[config.mk]
export PLATFORM = sky130hd
export DESIGN_NAME = drc_counter
export DESIGN_NICKNAME = d
export VERILOG_FILES = /design/src/drc_counter.v
export VERILOG_INCLUDE_DIRS = /design/src
export SDC_FILE = /design/constraint.sdc
export NUM_CORES = 1
export LEC_CHECK = 0
export BUFFER_PORTS_ARGS = -buffer_cell sky130_fd_sc_hd__buf_2
export CELL_PAD_IN_SITES_DETAIL_PLACEMENT = 1
export CELL_PAD_IN_SITES_GLOBAL_PLACEMENT = 1
export CORE_ASPECT_RATIO = 0.8
export CORE_MARGIN = 2
export CORE_UTILIZATION = 47
export DETAILED_ROUTE_END_ITERATION = 10
export GPL_TIMING_DRIVEN = 0
export HOLD_SLACK_MARGIN = 0.05
export PLACE_DENSITY = 0.74
export SYNTH_ARGS = -nofsm -noshare
export SYNTH_HDL_FRONTEND = slang
export SYNTH_SLANG_ARGS = --single-unit
[constraint.sdc]
create_clock -name i_mclk -period 3.98 [get_ports i_mclk]
set_input_delay 0.199 -clock i_mclk [delete_from_list [all_inputs] [get_ports i_mclk]]
set_output_delay 0.199 -clock i_mclk [all_outputs]
set_load 0.05 [all_outputs]
[src/drc_defs.vh]
// Constants for the dual counter with byte scan output.
// Assumes inclusion by bare name from the design file.
`ifndef DRC_DEFS_VH
`define DRC_DEFS_VH

// Counter halves and capture width
`define DRC_HALF_W 16
`define DRC_CAP_W 32
`define DRC_BYTE_W 8

// Scan counter states, binary coded
`define DRC_ST_W 3
`define DRC_ST1 3'h1
`define DRC_ST2 3'h2
`define DRC_ST3 3'h3
`define DRC_ST4 3'h4
`define DRC_ST5 3'h5

// Byte loader index range
`define DRC_IDX_W 2
`define DRC_IDX_LAST 2'h3

// Staging buffer shape
`define DRC_FIFO_DEPTH 16
`define DRC_FIFO_AW 4

// Idle levels of the pins after reset
`define DRC_IDLE_LO 1'h0
`define DRC_IDLE_HI 1'h1

`endif

[src/drc_counter.v]
// Dual 16-bit up counter with 32-bit capture latch and byte scan mux.
// Assumes every pin is asynchronous to i_mclk and changes slower than
// a few clock periods; the bus driver resolves the three-state pins.
`include "drc_defs.vh"
`default_nettype none

// Three-stage pin synchroniser with agreement filter
module drc_sync3 #(
   parameter RST_VAL = 1'b0
) (
   // Clock and reset
   input wire i_mclk,
   input wire i_rst_n,
   // Raw pin
   input wire i_pin,
   // Filtered level and its falling edge
   output reg o_level,
   output reg o_fall
);
   reg s1; // First stage, read only by s2
   reg s2; // Second stage
   reg s3; // Third stage

   // Shift chain; a change counts once s2 and s3 agree
   always @(posedge i_mclk or negedge i_rst_n) begin
      if (!i_rst_n) begin
         s1 <= RST_VAL;
         s2 <= RST_VAL;
         s3 <= RST_VAL;
         o_level <= RST_VAL;
         o_fall <= 1'b0;
      end else begin
         s1 <= i_pin;
         s2 <= s1;
         s3 <= s2;
         o_fall <= 1'b0;
         // Glitch shorter than one period never reaches o_level
         if (s2 == s3) begin
            o_level <= s3;
            o_fall <= o_level & ~s3;
         end
      end
   end
endmodule

// Byte staging FIFO, flops addressed by index
module drc_fifo #(
   parameter W = 8,
   parameter D = 16,
   parameter AW = 4
) (
   // Clock and reset
   input wire i_mclk,
   input wire i_rst_n,
   // Discard everything held
   input wire i_flush,
   // Fill side
   input wire i_valid,
   output wire o_ready,
   input wire [W-1:0] i_data,
   // Drain side
   output wire o_valid,
   input wire i_ready,
   output wire [W-1:0] o_data
);
   reg [W-1:0] mem [0:D-1]; // Storage
   reg [AW-1:0] wr_ptr; // Next write slot
   reg [AW-1:0] rd_ptr; // Head slot
   reg [AW:0] fill; // Words held
   wire push; // Accepted write
   wire pop; // Accepted read

   // Honest flags from the fill count
   assign o_ready = (fill != D[AW:0]);
   assign o_valid = (fill != {(AW+1){1'b0}});
   assign push = i_valid & o_ready;
   assign pop = o_valid & i_ready;
   assign o_data = mem[rd_ptr];

   // Pointer and count update; flush wins over traffic
   always @(posedge i_mclk or negedge i_rst_n) begin
      if (!i_rst_n) begin
         wr_ptr <= {AW{1'b0}};
         rd_ptr <= {AW{1'b0}};
         fill <= {(AW+1){1'b0}};
      end else if (i_flush) begin
         wr_ptr <= {AW{1'b0}};
         rd_ptr <= {AW{1'b0}};
         fill <= {(AW+1){1'b0}};
      end else begin
         if (push) begin
            wr_ptr <= wr_ptr + {{(AW-1){1'b0}}, 1'b1};
         end
         if (pop) begin
            rd_ptr <= rd_ptr + {{(AW-1){1'b0}}, 1'b1};
         end
         // Both at once leave the count alone
         if (push & ~pop) begin
            fill <= fill + {{AW{1'b0}}, 1'b1};
         end else if (pop & ~push) begin
            fill <= fill - {{AW{1'b0}}, 1'b1};
         end
      end
   end

   // Data store, no reset needed on payload
   always @(posedge i_mclk) begin
      if (push) begin
         mem[wr_ptr] <= i_data;
      end
   end
endmodule

// Contract
// [RQ1] Counter advances on each falling count edge
// [RQ2] Host waits ripple time before reading count
// [RQ3] Two count inputs; high on either inhibits
// [RQ4] Upper half advances on its own falling edge
// [RQ5] Reset low clears all counter bits
// [RQ6] Host keeps reset high before valid counts
// [RQ7] Host holds upper count input low during reset
// [RQ8] 32-bit capture latch holds the count
// [RQ9] Host keeps capture low through ripple time
// [RQ10] Host raises capture before next count edge
// [RQ11] Scan counter counts only while enable low
// [RQ12] Scan falling edge steps to next byte
// [RQ13] State 5 disables drivers and holds there
// [RQ14] Scan low puts data outputs in high impedance
// [RQ15] Scan high and enabled drives selected byte
// [RQ16] Host keeps scan phases at least 500ns
// [RQ17] Restart low resets scan and loads latches
// [RQ18] Enable high disables scan counter and outputs
// [RQ19] Host changes enable only while scan low
// [RQ20] Handoff output high, low from state 5
// [RQ21] Handoff feeds next enable; strobes shared
// [RQ22] Next chained device follows after state 5
// [RQ23] States 1-2 lower counter, 3-4 upper
// [RQ24] Restart returns handoff output high
module drc_counter (
   // Clock and reset
   input wire i_mclk,
   input wire i_rst_n,
   // Count pins
   input wire i_count_a,
   input wire i_alt_count_a,
   input wire i_count_b,
   input wire i_cnt_reset_n,
   // Host strobes
   input wire i_scan,
   input wire i_scan_reset_load_n,
   input wire i_enable_n,
   // Three-state byte bus, output side and enable
   output reg [`DRC_BYTE_W-1:0] o_byte_out_lines,
   output reg o_byte_out_oe,
   // Chain handoff to the next device enable
   output reg o_cascade_n
);
   // Filtered pin levels and edges
   wire cnt_a_lvl; // Count A level
   wire alt_a_lvl; // Alt count A level
   wire cnt_b_fall; // Count B falling edge
   wire cnt_rst_lvl; // Counter reset level, low active
   wire scan_lvl; // Scan level
   wire scan_fall; // Scan falling edge
   wire load_lvl; // Restart/capture level, low active
   wire en_lvl; // Enable level, low active

   // Counter state
   reg [`DRC_HALF_W-1:0] cnt_a; // Lower counter
   reg [`DRC_HALF_W-1:0] cnt_b; // Upper counter
   reg a_gate_prev; // Previous combined A input
   wire a_gate; // Combined A input
   reg [`DRC_CAP_W-1:0] cap; // Capture latch
   reg [`DRC_ST_W-1:0] scan_st; // Scan position

   // Byte loader feeding the staging buffer
   reg ld_busy; // Bytes still to push
   reg [`DRC_IDX_W-1:0] ld_idx; // Byte being pushed
   reg [`DRC_BYTE_W-1:0] ld_byte; // Selected byte
   wire fifo_ready; // Buffer can take a byte
   wire fifo_valid; // Buffer head is valid
   wire [`DRC_BYTE_W-1:0] fifo_head; // Head byte
   wire scan_step; // Scan counter advances
   wire fifo_pop; // Head consumed

   // Pin synchronisers; idle levels follow pin pulls
   drc_sync3 #(.RST_VAL(`DRC_IDLE_LO)) u_sync_ca (
      .i_mclk(i_mclk), .i_rst_n(i_rst_n), .i_pin(i_count_a),
      .o_level(cnt_a_lvl), .o_fall());
   drc_sync3 #(.RST_VAL(`DRC_IDLE_LO)) u_sync_aa (
      .i_mclk(i_mclk), .i_rst_n(i_rst_n), .i_pin(i_alt_count_a),
      .o_level(alt_a_lvl), .o_fall());
   drc_sync3 #(.RST_VAL(`DRC_IDLE_LO)) u_sync_cb (
      .i_mclk(i_mclk), .i_rst_n(i_rst_n), .i_pin(i_count_b),
      .o_level(), .o_fall(cnt_b_fall));
   drc_sync3 #(.RST_VAL(`DRC_IDLE_HI)) u_sync_rst (
      .i_mclk(i_mclk), .i_rst_n(i_rst_n), .i_pin(i_cnt_reset_n),
      .o_level(cnt_rst_lvl), .o_fall());
   drc_sync3 #(.RST_VAL(`DRC_IDLE_LO)) u_sync_scan (
      .i_mclk(i_mclk), .i_rst_n(i_rst_n), .i_pin(i_scan),
      .o_level(scan_lvl), .o_fall(scan_fall));
   drc_sync3 #(.RST_VAL(`DRC_IDLE_HI)) u_sync_load (
      .i_mclk(i_mclk), .i_rst_n(i_rst_n), .i_pin(i_scan_reset_load_n),
      .o_level(load_lvl), .o_fall());
   drc_sync3 #(.RST_VAL(`DRC_IDLE_HI)) u_sync_en (
      .i_mclk(i_mclk), .i_rst_n(i_rst_n), .i_pin(i_enable_n),
      .o_level(en_lvl), .o_fall());

   // A high on either A input keeps this high, so no falling edge
   assign a_gate = cnt_a_lvl | alt_a_lvl; // see [RQ3]

   // Lower and upper counters
   always @(posedge i_mclk or negedge i_rst_n) begin
      if (!i_rst_n) begin
         cnt_a <= {`DRC_HALF_W{1'b0}};
         cnt_b <= {`DRC_HALF_W{1'b0}};
         a_gate_prev <= `DRC_IDLE_LO;
      end else begin
         a_gate_prev <= a_gate;
         if (!cnt_rst_lvl) begin
            // Reset level overrides counting; see [RQ5]
            cnt_a <= {`DRC_HALF_W{1'b0}};
            cnt_b <= {`DRC_HALF_W{1'b0}};
         end else begin
            // Falling edge of combined A input; see [RQ1] [RQ3]
            if (a_gate_prev & ~a_gate) begin
               cnt_a <= cnt_a + {{(`DRC_HALF_W-1){1'b0}}, 1'b1};
            end
            // Upper half has its own input; see [RQ4]
            if (cnt_b_fall) begin
               cnt_b <= cnt_b + {{(`DRC_HALF_W-1){1'b0}}, 1'b1};
            end
         end
      end
   end

   // Capture latch follows the count while restart is low
   always @(posedge i_mclk or negedge i_rst_n) begin
      if (!i_rst_n) begin
         cap <= {`DRC_CAP_W{1'b0}};
      end else if (!load_lvl) begin
         // Transparent load; last value before release is kept
         cap <= {cnt_b, cnt_a}; // see [RQ8] [RQ17]
      end
   end

   // Scan steps only when enabled and not parked in state 5
   assign scan_step = scan_fall & ~en_lvl & (scan_st != `DRC_ST5); // see [RQ11] [RQ18]
   // Each step consumes the byte just shown
   assign fifo_pop = scan_step & load_lvl;

   // Scan position counter
   always @(posedge i_mclk or negedge i_rst_n) begin
      if (!i_rst_n) begin
         scan_st <= `DRC_ST1;
      end else if (!load_lvl) begin
         // Restart back to least significant byte; see [RQ17]
         scan_st <= `DRC_ST1;
      end else if (scan_step) begin
         // Next more significant byte; see [RQ12]
         scan_st <= scan_st + {{(`DRC_ST_W-1){1'b0}}, 1'b1};
      end else begin
         // State 5 holds until the next restart; see [RQ13]
         scan_st <= scan_st;
      end
   end

   // Byte picked by loader index, low byte first
   always @* begin
      case (ld_idx)
         2'h0: ld_byte = cap[7:0]; // see [RQ23]
         2'h1: ld_byte = cap[15:8];
         2'h2: ld_byte = cap[23:16];
         2'h3: ld_byte = cap[31:24];
         default: ld_byte = {`DRC_BYTE_W{1'b0}};
      endcase
   end

   // Loader pushes the four latched bytes after each restart
   always @(posedge i_mclk or negedge i_rst_n) begin
      if (!i_rst_n) begin
         ld_busy <= 1'b0;
         ld_idx <= {`DRC_IDX_W{1'b0}};
      end else if (!load_lvl) begin
         // Latch still moving; start over after release
         ld_busy <= 1'b1;
         ld_idx <= {`DRC_IDX_W{1'b0}};
      end else if (ld_busy & fifo_ready) begin
         // Full buffer stalls the loader here
         ld_idx <= ld_idx + {{(`DRC_IDX_W-1){1'b0}}, 1'b1};
         if (ld_idx == `DRC_IDX_LAST) begin
            ld_busy <= 1'b0;
         end
      end
   end

   // Staging buffer between latch and byte bus
   drc_fifo #(
      .W(`DRC_BYTE_W),
      .D(`DRC_FIFO_DEPTH),
      .AW(`DRC_FIFO_AW)
   ) u_fifo (
      .i_mclk(i_mclk),
      .i_rst_n(i_rst_n),
      .i_flush(~load_lvl),
      .i_valid(ld_busy & load_lvl),
      .o_ready(fifo_ready),
      .i_data(ld_byte),
      .o_valid(fifo_valid),
      .i_ready(fifo_pop),
      .o_data(fifo_head)
   );

   // Registered bus drive and handoff
   always @(posedge i_mclk or negedge i_rst_n) begin
      if (!i_rst_n) begin
         o_byte_out_lines <= {`DRC_BYTE_W{1'b0}};
         o_byte_out_oe <= 1'b0;
         o_cascade_n <= 1'b1;
      end else begin
         // Head of buffer is the byte for the present state
         o_byte_out_lines <= fifo_valid ? fifo_head : {`DRC_BYTE_W{1'b0}}; // see [RQ15]
         // Drive only with scan high, enabled, below state 5
         o_byte_out_oe <= scan_lvl & ~en_lvl & (scan_st != `DRC_ST5); // see [RQ14] [RQ18] [RQ13]
         // Low from state 5, high again after restart
         o_cascade_n <= (scan_st != `DRC_ST5); // see [RQ20] [RQ24] [RQ22]
      end
   end
endmodule

`default_nettype wire

==> Word level (Yosys, flattened, before mapping) <==
Memory sizes are Yosys's and may differ from the RTL's.
Index checks and enable logic that the tools add are counted.
{ "op_classes": {"n_addsub": 8, "n_eq_ne": 20, "n_mux": 24, "n_bitwise": 21, "n_reduce_logical": 3} }
{ "ops": {"columns": ["op", "count"], "rows": [
  ["$mux 16", 4],
  ["$add 16x1->16 const B", 2],
  ["$pmux 8 s4", 1],
  ["$mux 4", 4],
  ["$mux 5", 3],
  ["$and 1x1->1", 14],
  ["$ne 2x2->1 const B", 5],
  ["$add 4x1->4 const B", 2],
  ["$mux 8", 1],
  ["$eq 1x1->1", 7],
  ["$mux 1", 7],
  ["$mux 3", 2],
  ["$not 1->1", 6],
  ["$add 5x1->5 const B", 1],
  ["$ne 5x5->1 const B", 1],
  ["$reduce_bool 5->1", 1],
  ["$sub 5x1->5 const B", 1],
  ["$eq 2x2->1 const B", 2],
  ["$mux 2", 2],
  ["$ne 2x1->1 const B", 2],
  ["$add 3x1->3 const B", 1],
  ["$ne 3x1->1 const B", 1],
  ["$ne 3x3->1 const B", 1],
  ["$add 2x1->2 const B", 1],
  ["other kinds (4)", 4]
]} }
{ "totals": {"ff_bits": 124, "mem_bits_rw": 128, "in_bits": 9, "output_inout_bits": 10, "wordCells": 120, "n_memories": 1} }
{ "mem_list": {"columns": ["memory", "words", "word_bits", "rd", "rd_clocked_by_memory_dff", "wr", "line_no", "source"], "rows": [
  ["u_fifo.mem", 16, 8, 1, 0, 1, "drc_counter.v:66", "reg [W-1:0] mem [0:D-1];"]
]} }

==> Longest topological paths before layout <==
{ "logic_depth": {"depth_word": 9, "mapped_depth": 11, "depth_no_buf": 11} }

==> By module <==
A second synthesis with hierarchy kept.
{ "unflattened": {"hier_cells": 689, "hier_area_um2": 10475.0} }
{ "by_module_without_submodules": {"columns": ["module", "n_inst", "cells_each", "area_each_um2", "seq_area_each_um2"], "rows": [
  ["drc_fifo", 1, 318, 5775.5, 4169.0],
  ["drc_counter", 1, 322, 3677.3, 2029.4],
  ["drc_sync3 at u_sync_aa ...", 4, 7, 143.9, 125.1],
  ["drc_sync3 at u_sync_en ...", 3, 7, 148.9, 130.1]
]} }

==> Least setup slack after synthesis <==
OpenSTA, ideal clock, no wires.
{ "synth_timing": {"path_kind": "register to register", "startpoint": "register u_fifo.fill[1]", "endpoint": "register u_fifo.fill[4]", "setup_time_ns": 0.120, "arrival_time_ns": 2.800, "required_time_ns": 3.860, "slack_ns": 1.060, "stages_incl_launch_ff": 11, "n_path_buf": 1, "period_less_slack_ns": 2.920, "path_cell_list": "dfrtp_1 or4_4 buf_6 o2111ai_1 nand3_1 fa_1 a21o_1 a21o_1 and3_1 nor3_1 and3b_1"} }
{ "synth_between": {"elab_chain_cells": 6} }
{ "synth_lines": {"columns": ["item", "line_no", "source"], "rows": [
  ["start, declared", "drc_counter.v:69", "reg [AW:0] fill;"],
  ["start signal, assigned", "drc_counter.v:85", "fill <= {(AW+1){1'b0}};"],
  ["start signal, assigned", "drc_counter.v:89", "fill <= {(AW+1){1'b0}};"],
  ["start signal, assigned", "drc_counter.v:99", "fill <= fill + {{AW{1'b0}}, 1'b1};"],
  ["branches (longest 6 deep; another with $sub 5x1->5)", null, null]
]} }
Several ways; the timed one is not identified. The select of a mux whose other input is x is not followed.
A chain may end at the register's enable or synchronous reset.

==> Final worst setup path <==
{ "layout_timing": {"startpoint": "register u_sync_load.o_level", "endpoint": "memory u_fifo.mem[3][1] (enable)"} }
{ "layout_between": {"elab_chain_cells": 4} }
{ "layout_lines": {"columns": ["item", "line_no", "source"], "rows": [
  ["start, declared", "drc_counter.v:17", "output reg o_level,"],
  ["start signal, assigned", "drc_counter.v:30", "o_level <= RST_VAL;"],
  ["start signal, assigned", "drc_counter.v:39", "o_level <= s3;"],
  ["$and 1x1->1", "drc_counter.v:306", ".i_valid(ld_busy & load_lvl),"],
  ["$and 1x1->1", "drc_counter.v:76", "assign push = i_valid & o_ready;"],
  ["$mux 1", "drc_counter.v:108", "if (push) begin"],
  ["$mux 1 (not written as such)", "drc_counter.v:109", "mem[wr_ptr] <= i_data;"],
  ["end, declared", "drc_counter.v:66", null]
]} }
Every way passes these cells.

==> run metrics <==
Final #Nets 721; fraction of layout cells with a size suffix above 1 21.8%; Flop pwr share 48.0%; total grt overflow 0; largest net degree at the start of global routing 83; Initial Util 47.7%; Worst Path Arrival 3.55 ns; Top FF cell, synth edfxtp_1; post-layout power 0.00634 W; RSZ-0062 raised after global routing no; CTS Root Cell clkbuf_16; antenna violations before repair 0; maximum vdd drop 0.000277 V; fmax 292 MHz; vias in the first global route 6045; CP required 4.10 ns; power density cells 543 nW/um^2; Slew HR 8.30%; CTS tree built; gr usage total 19.6%; status finished, final reports clean; Clock transition at path regs 0.06 ns; dpl hpwl 14300 um; Mapped Cells 639; ys async rst share 49.2%; CP Class flop to flop; # IOs 19; startpoint class of the critical path flop; CTS buffer count 26; Seq/Total Area, Yosys 67.9%; Synth Warn # 0; EDFF count, synth 128; Tmin final 3.43 ns; Sink Count 252; Final Hold Fails 0; CP Max Fanout 10; core footprint 21500 um^2; Synth Area per Inst 16.1 um^2; P_sw 0.00172 W; Final setup viols 0; Antenna Nets Post-Route 0; die area 23000 um^2; first-pass GRT wire length 34500 um; Worst Clk Skew 0.0199 ns; Sw Ratio 27.2%; CP Capture Type flop; Final WS setup 0.552 ns; vias per inst 5.64; die width 169 um; Reg2Reg Setup Slack 0.55 ns; H-tree level count 1; Internal 0.00462 W; GP Congestion 0.737; Seq cells post-synth 252; Synth area leader edfxtp_1; area grow syn2layout 13.6%; clock share of power 35.9%; max_cap viols 0; synthesized area 10300 um^2; DR pass1 iterations 4; top cell type's share of synthesized area 37.4%; clock buffer depth 3; port bufs 18; chip height 136 um; most frequent cell after synthesis edfxtp_1; Worst-Margin Slew 1.36 ns; Comb power frac 16.2%; min-delay worst type input port to async pin; drt drc 0; top post-synthesis cells by count edfxtp_1 (128), dfrtp_1 (110), and2_1 (38), xnor2_1 (33); Leak 4.42 nW; Clock Latency Late Sink 0.53 ns; final max-slew violation count 0; post-detailed-route wirelength per cell 21.8 um; total negative setup slack 0 ns; n_diodes 0; DRT iter0 DRCs 415; syn nets 666; Synth cell types 48; Cell Rows 48; pre-CTS WS 0.527 ns; overall routed net length 21500 um; Final Cycle Share 86.1%; DR vias 5574; top cells by area, synth edfxtp_1 (37%), dfrtp_1 (27%), mux4_2 (7.0%)
==> path summary, 6_finish.rpt <==
kind,end,startpoint,cells after the start
worst max register to register,u_fifo.mem[3][1]$_DFFE_PP_,u_sync_load.o_level$_DFFE_PN1N_,4
max in group asynchronous,scan_st[0]$_DFFE_PN1P_,i_rst_n,3
worst max-delay path,u_fifo.mem[3][1]$_DFFE_PP_,u_sync_load.o_level$_DFFE_PN1N_,4
worst min-delay path,u_sync_ca.s1$_DFF_PN0_,i_rst_n,2
min in group i_mclk,u_sync_cb.s1$_DFF_PN0_,i_count_b,2
worst min register to register,u_sync_ca.s2$_DFF_PN0_,u_sync_ca.s1$_DFF_PN0_,0
==> layout make-up <==
cell class              count  area (um^2)
plain buffers              32          135
repair buffers             27          204
flip-flops and latches    252         6960
inverters                  17         63.8
clock inverters             8         50.0
clock buffers              40          757
fillers                  2017         9840
multi-input cells         338         3140
well taps                 275          344
==> metrics by stage <==
stage | instances | hold slack (ns) | utilization (%) | instance area (um^2)
5_1_grt | 989 | 0.208 | 54.2 | 11700
6_report | 989 | 0.159 | 54.2 | 11700
3_3_place_gp | 932 | 0.305 | 49.8 | 10700
2_1_floorplan | 639 | -0.0966 | - | 10300
4_1_cts | 989 | 0.165 | 54.0 | 11600
3_5_place_dp | 933 | 0.146 | 49.9 | 10700
==> worst max-delay path, stage by stage, from the launching register on <==
cell	delay, ns
dfstp_2	0.61
clkbuf_1	0.46
clkbuf_1	0.50
nand3_1	0.35
nor3_1	1.12
==> flip-flops by register name (all words and copies together), names as in the netlist, 2 cells and up <==
register and count:
ld_idx 2, cap 32, u_fifo.wr_ptr 4, u_fifo.mem 128, o_byte_out_lines 8, cnt_a 16
cnt_b 16, u_fifo.rd_ptr 4, scan_st 3, u_fifo.fill 5
==> layer usage <==
metal,part of all wire [%],up-vias,GRT usage [%]
met4,1.5,0,3.56
met5,0,-,0
li1,-,2485,-
met3,4.7,25,2.74
met1,45,2948,27.7
met2,49,116,33.1
==> power by group through the flow <==
stage                     clock [W]  sequential [W]  combinational (W)
after floorplan                   0         0.00320           0.000572
after global placement            0         0.00307           0.000944
after detailed placement          0         0.00309           0.000997
after CTS                   0.00232         0.00304            0.00101
after global routing        0.00241         0.00306            0.00112
final                       0.00227         0.00304            0.00102
==> cells in the final DEF, fill, tap and decap left out, types with 4 or more instances in the layout <==
cell and count:
clkinv_1 4, mux2_2 32, maj3_1 7, buf_2 23, xor2_1 5, ha_1 17
and2_1 38, and3_1 7, nor2b_1 4, mux2i_1 21, mux4_2 32, edfxtp_1 128
o22ai_1 8, nand4_1 14, dfrtp_1 110, nand3_1 16, o21ai_0 6, and4_1 4
clkbuf_1 31, clkbuf_16 26, xnor2_1 33, dlygate4sd3_1 8, nor2_1 19, nand2_1 22
nor3_1 5, clkbuf_8 5, a222oi_1 8, dfstp_2 14, a21oi_1 5, inv_1 17
mux2i_2 8
==> repair_timing <==
action,CTS,global route
hold buffers,8,0
buffers inserted,0,0
hold endpoints to repair,117,0
resized for setup,0,0
==> cell families after synthesis <==
family,after synthesis,synth area share (%)
XOR/XNOR,38,3.24
AO/OA/AOI/OAI,38,2.76
AND/OR/NAND/NOR,143,7.75
flip-flops,252,67.9
multiplexers,94,13.5
adder cells (fa/ha/maj),25,2.95
buffers and inverters,49,1.94
No activity file was read; power rests on OpenSTA's default activity.
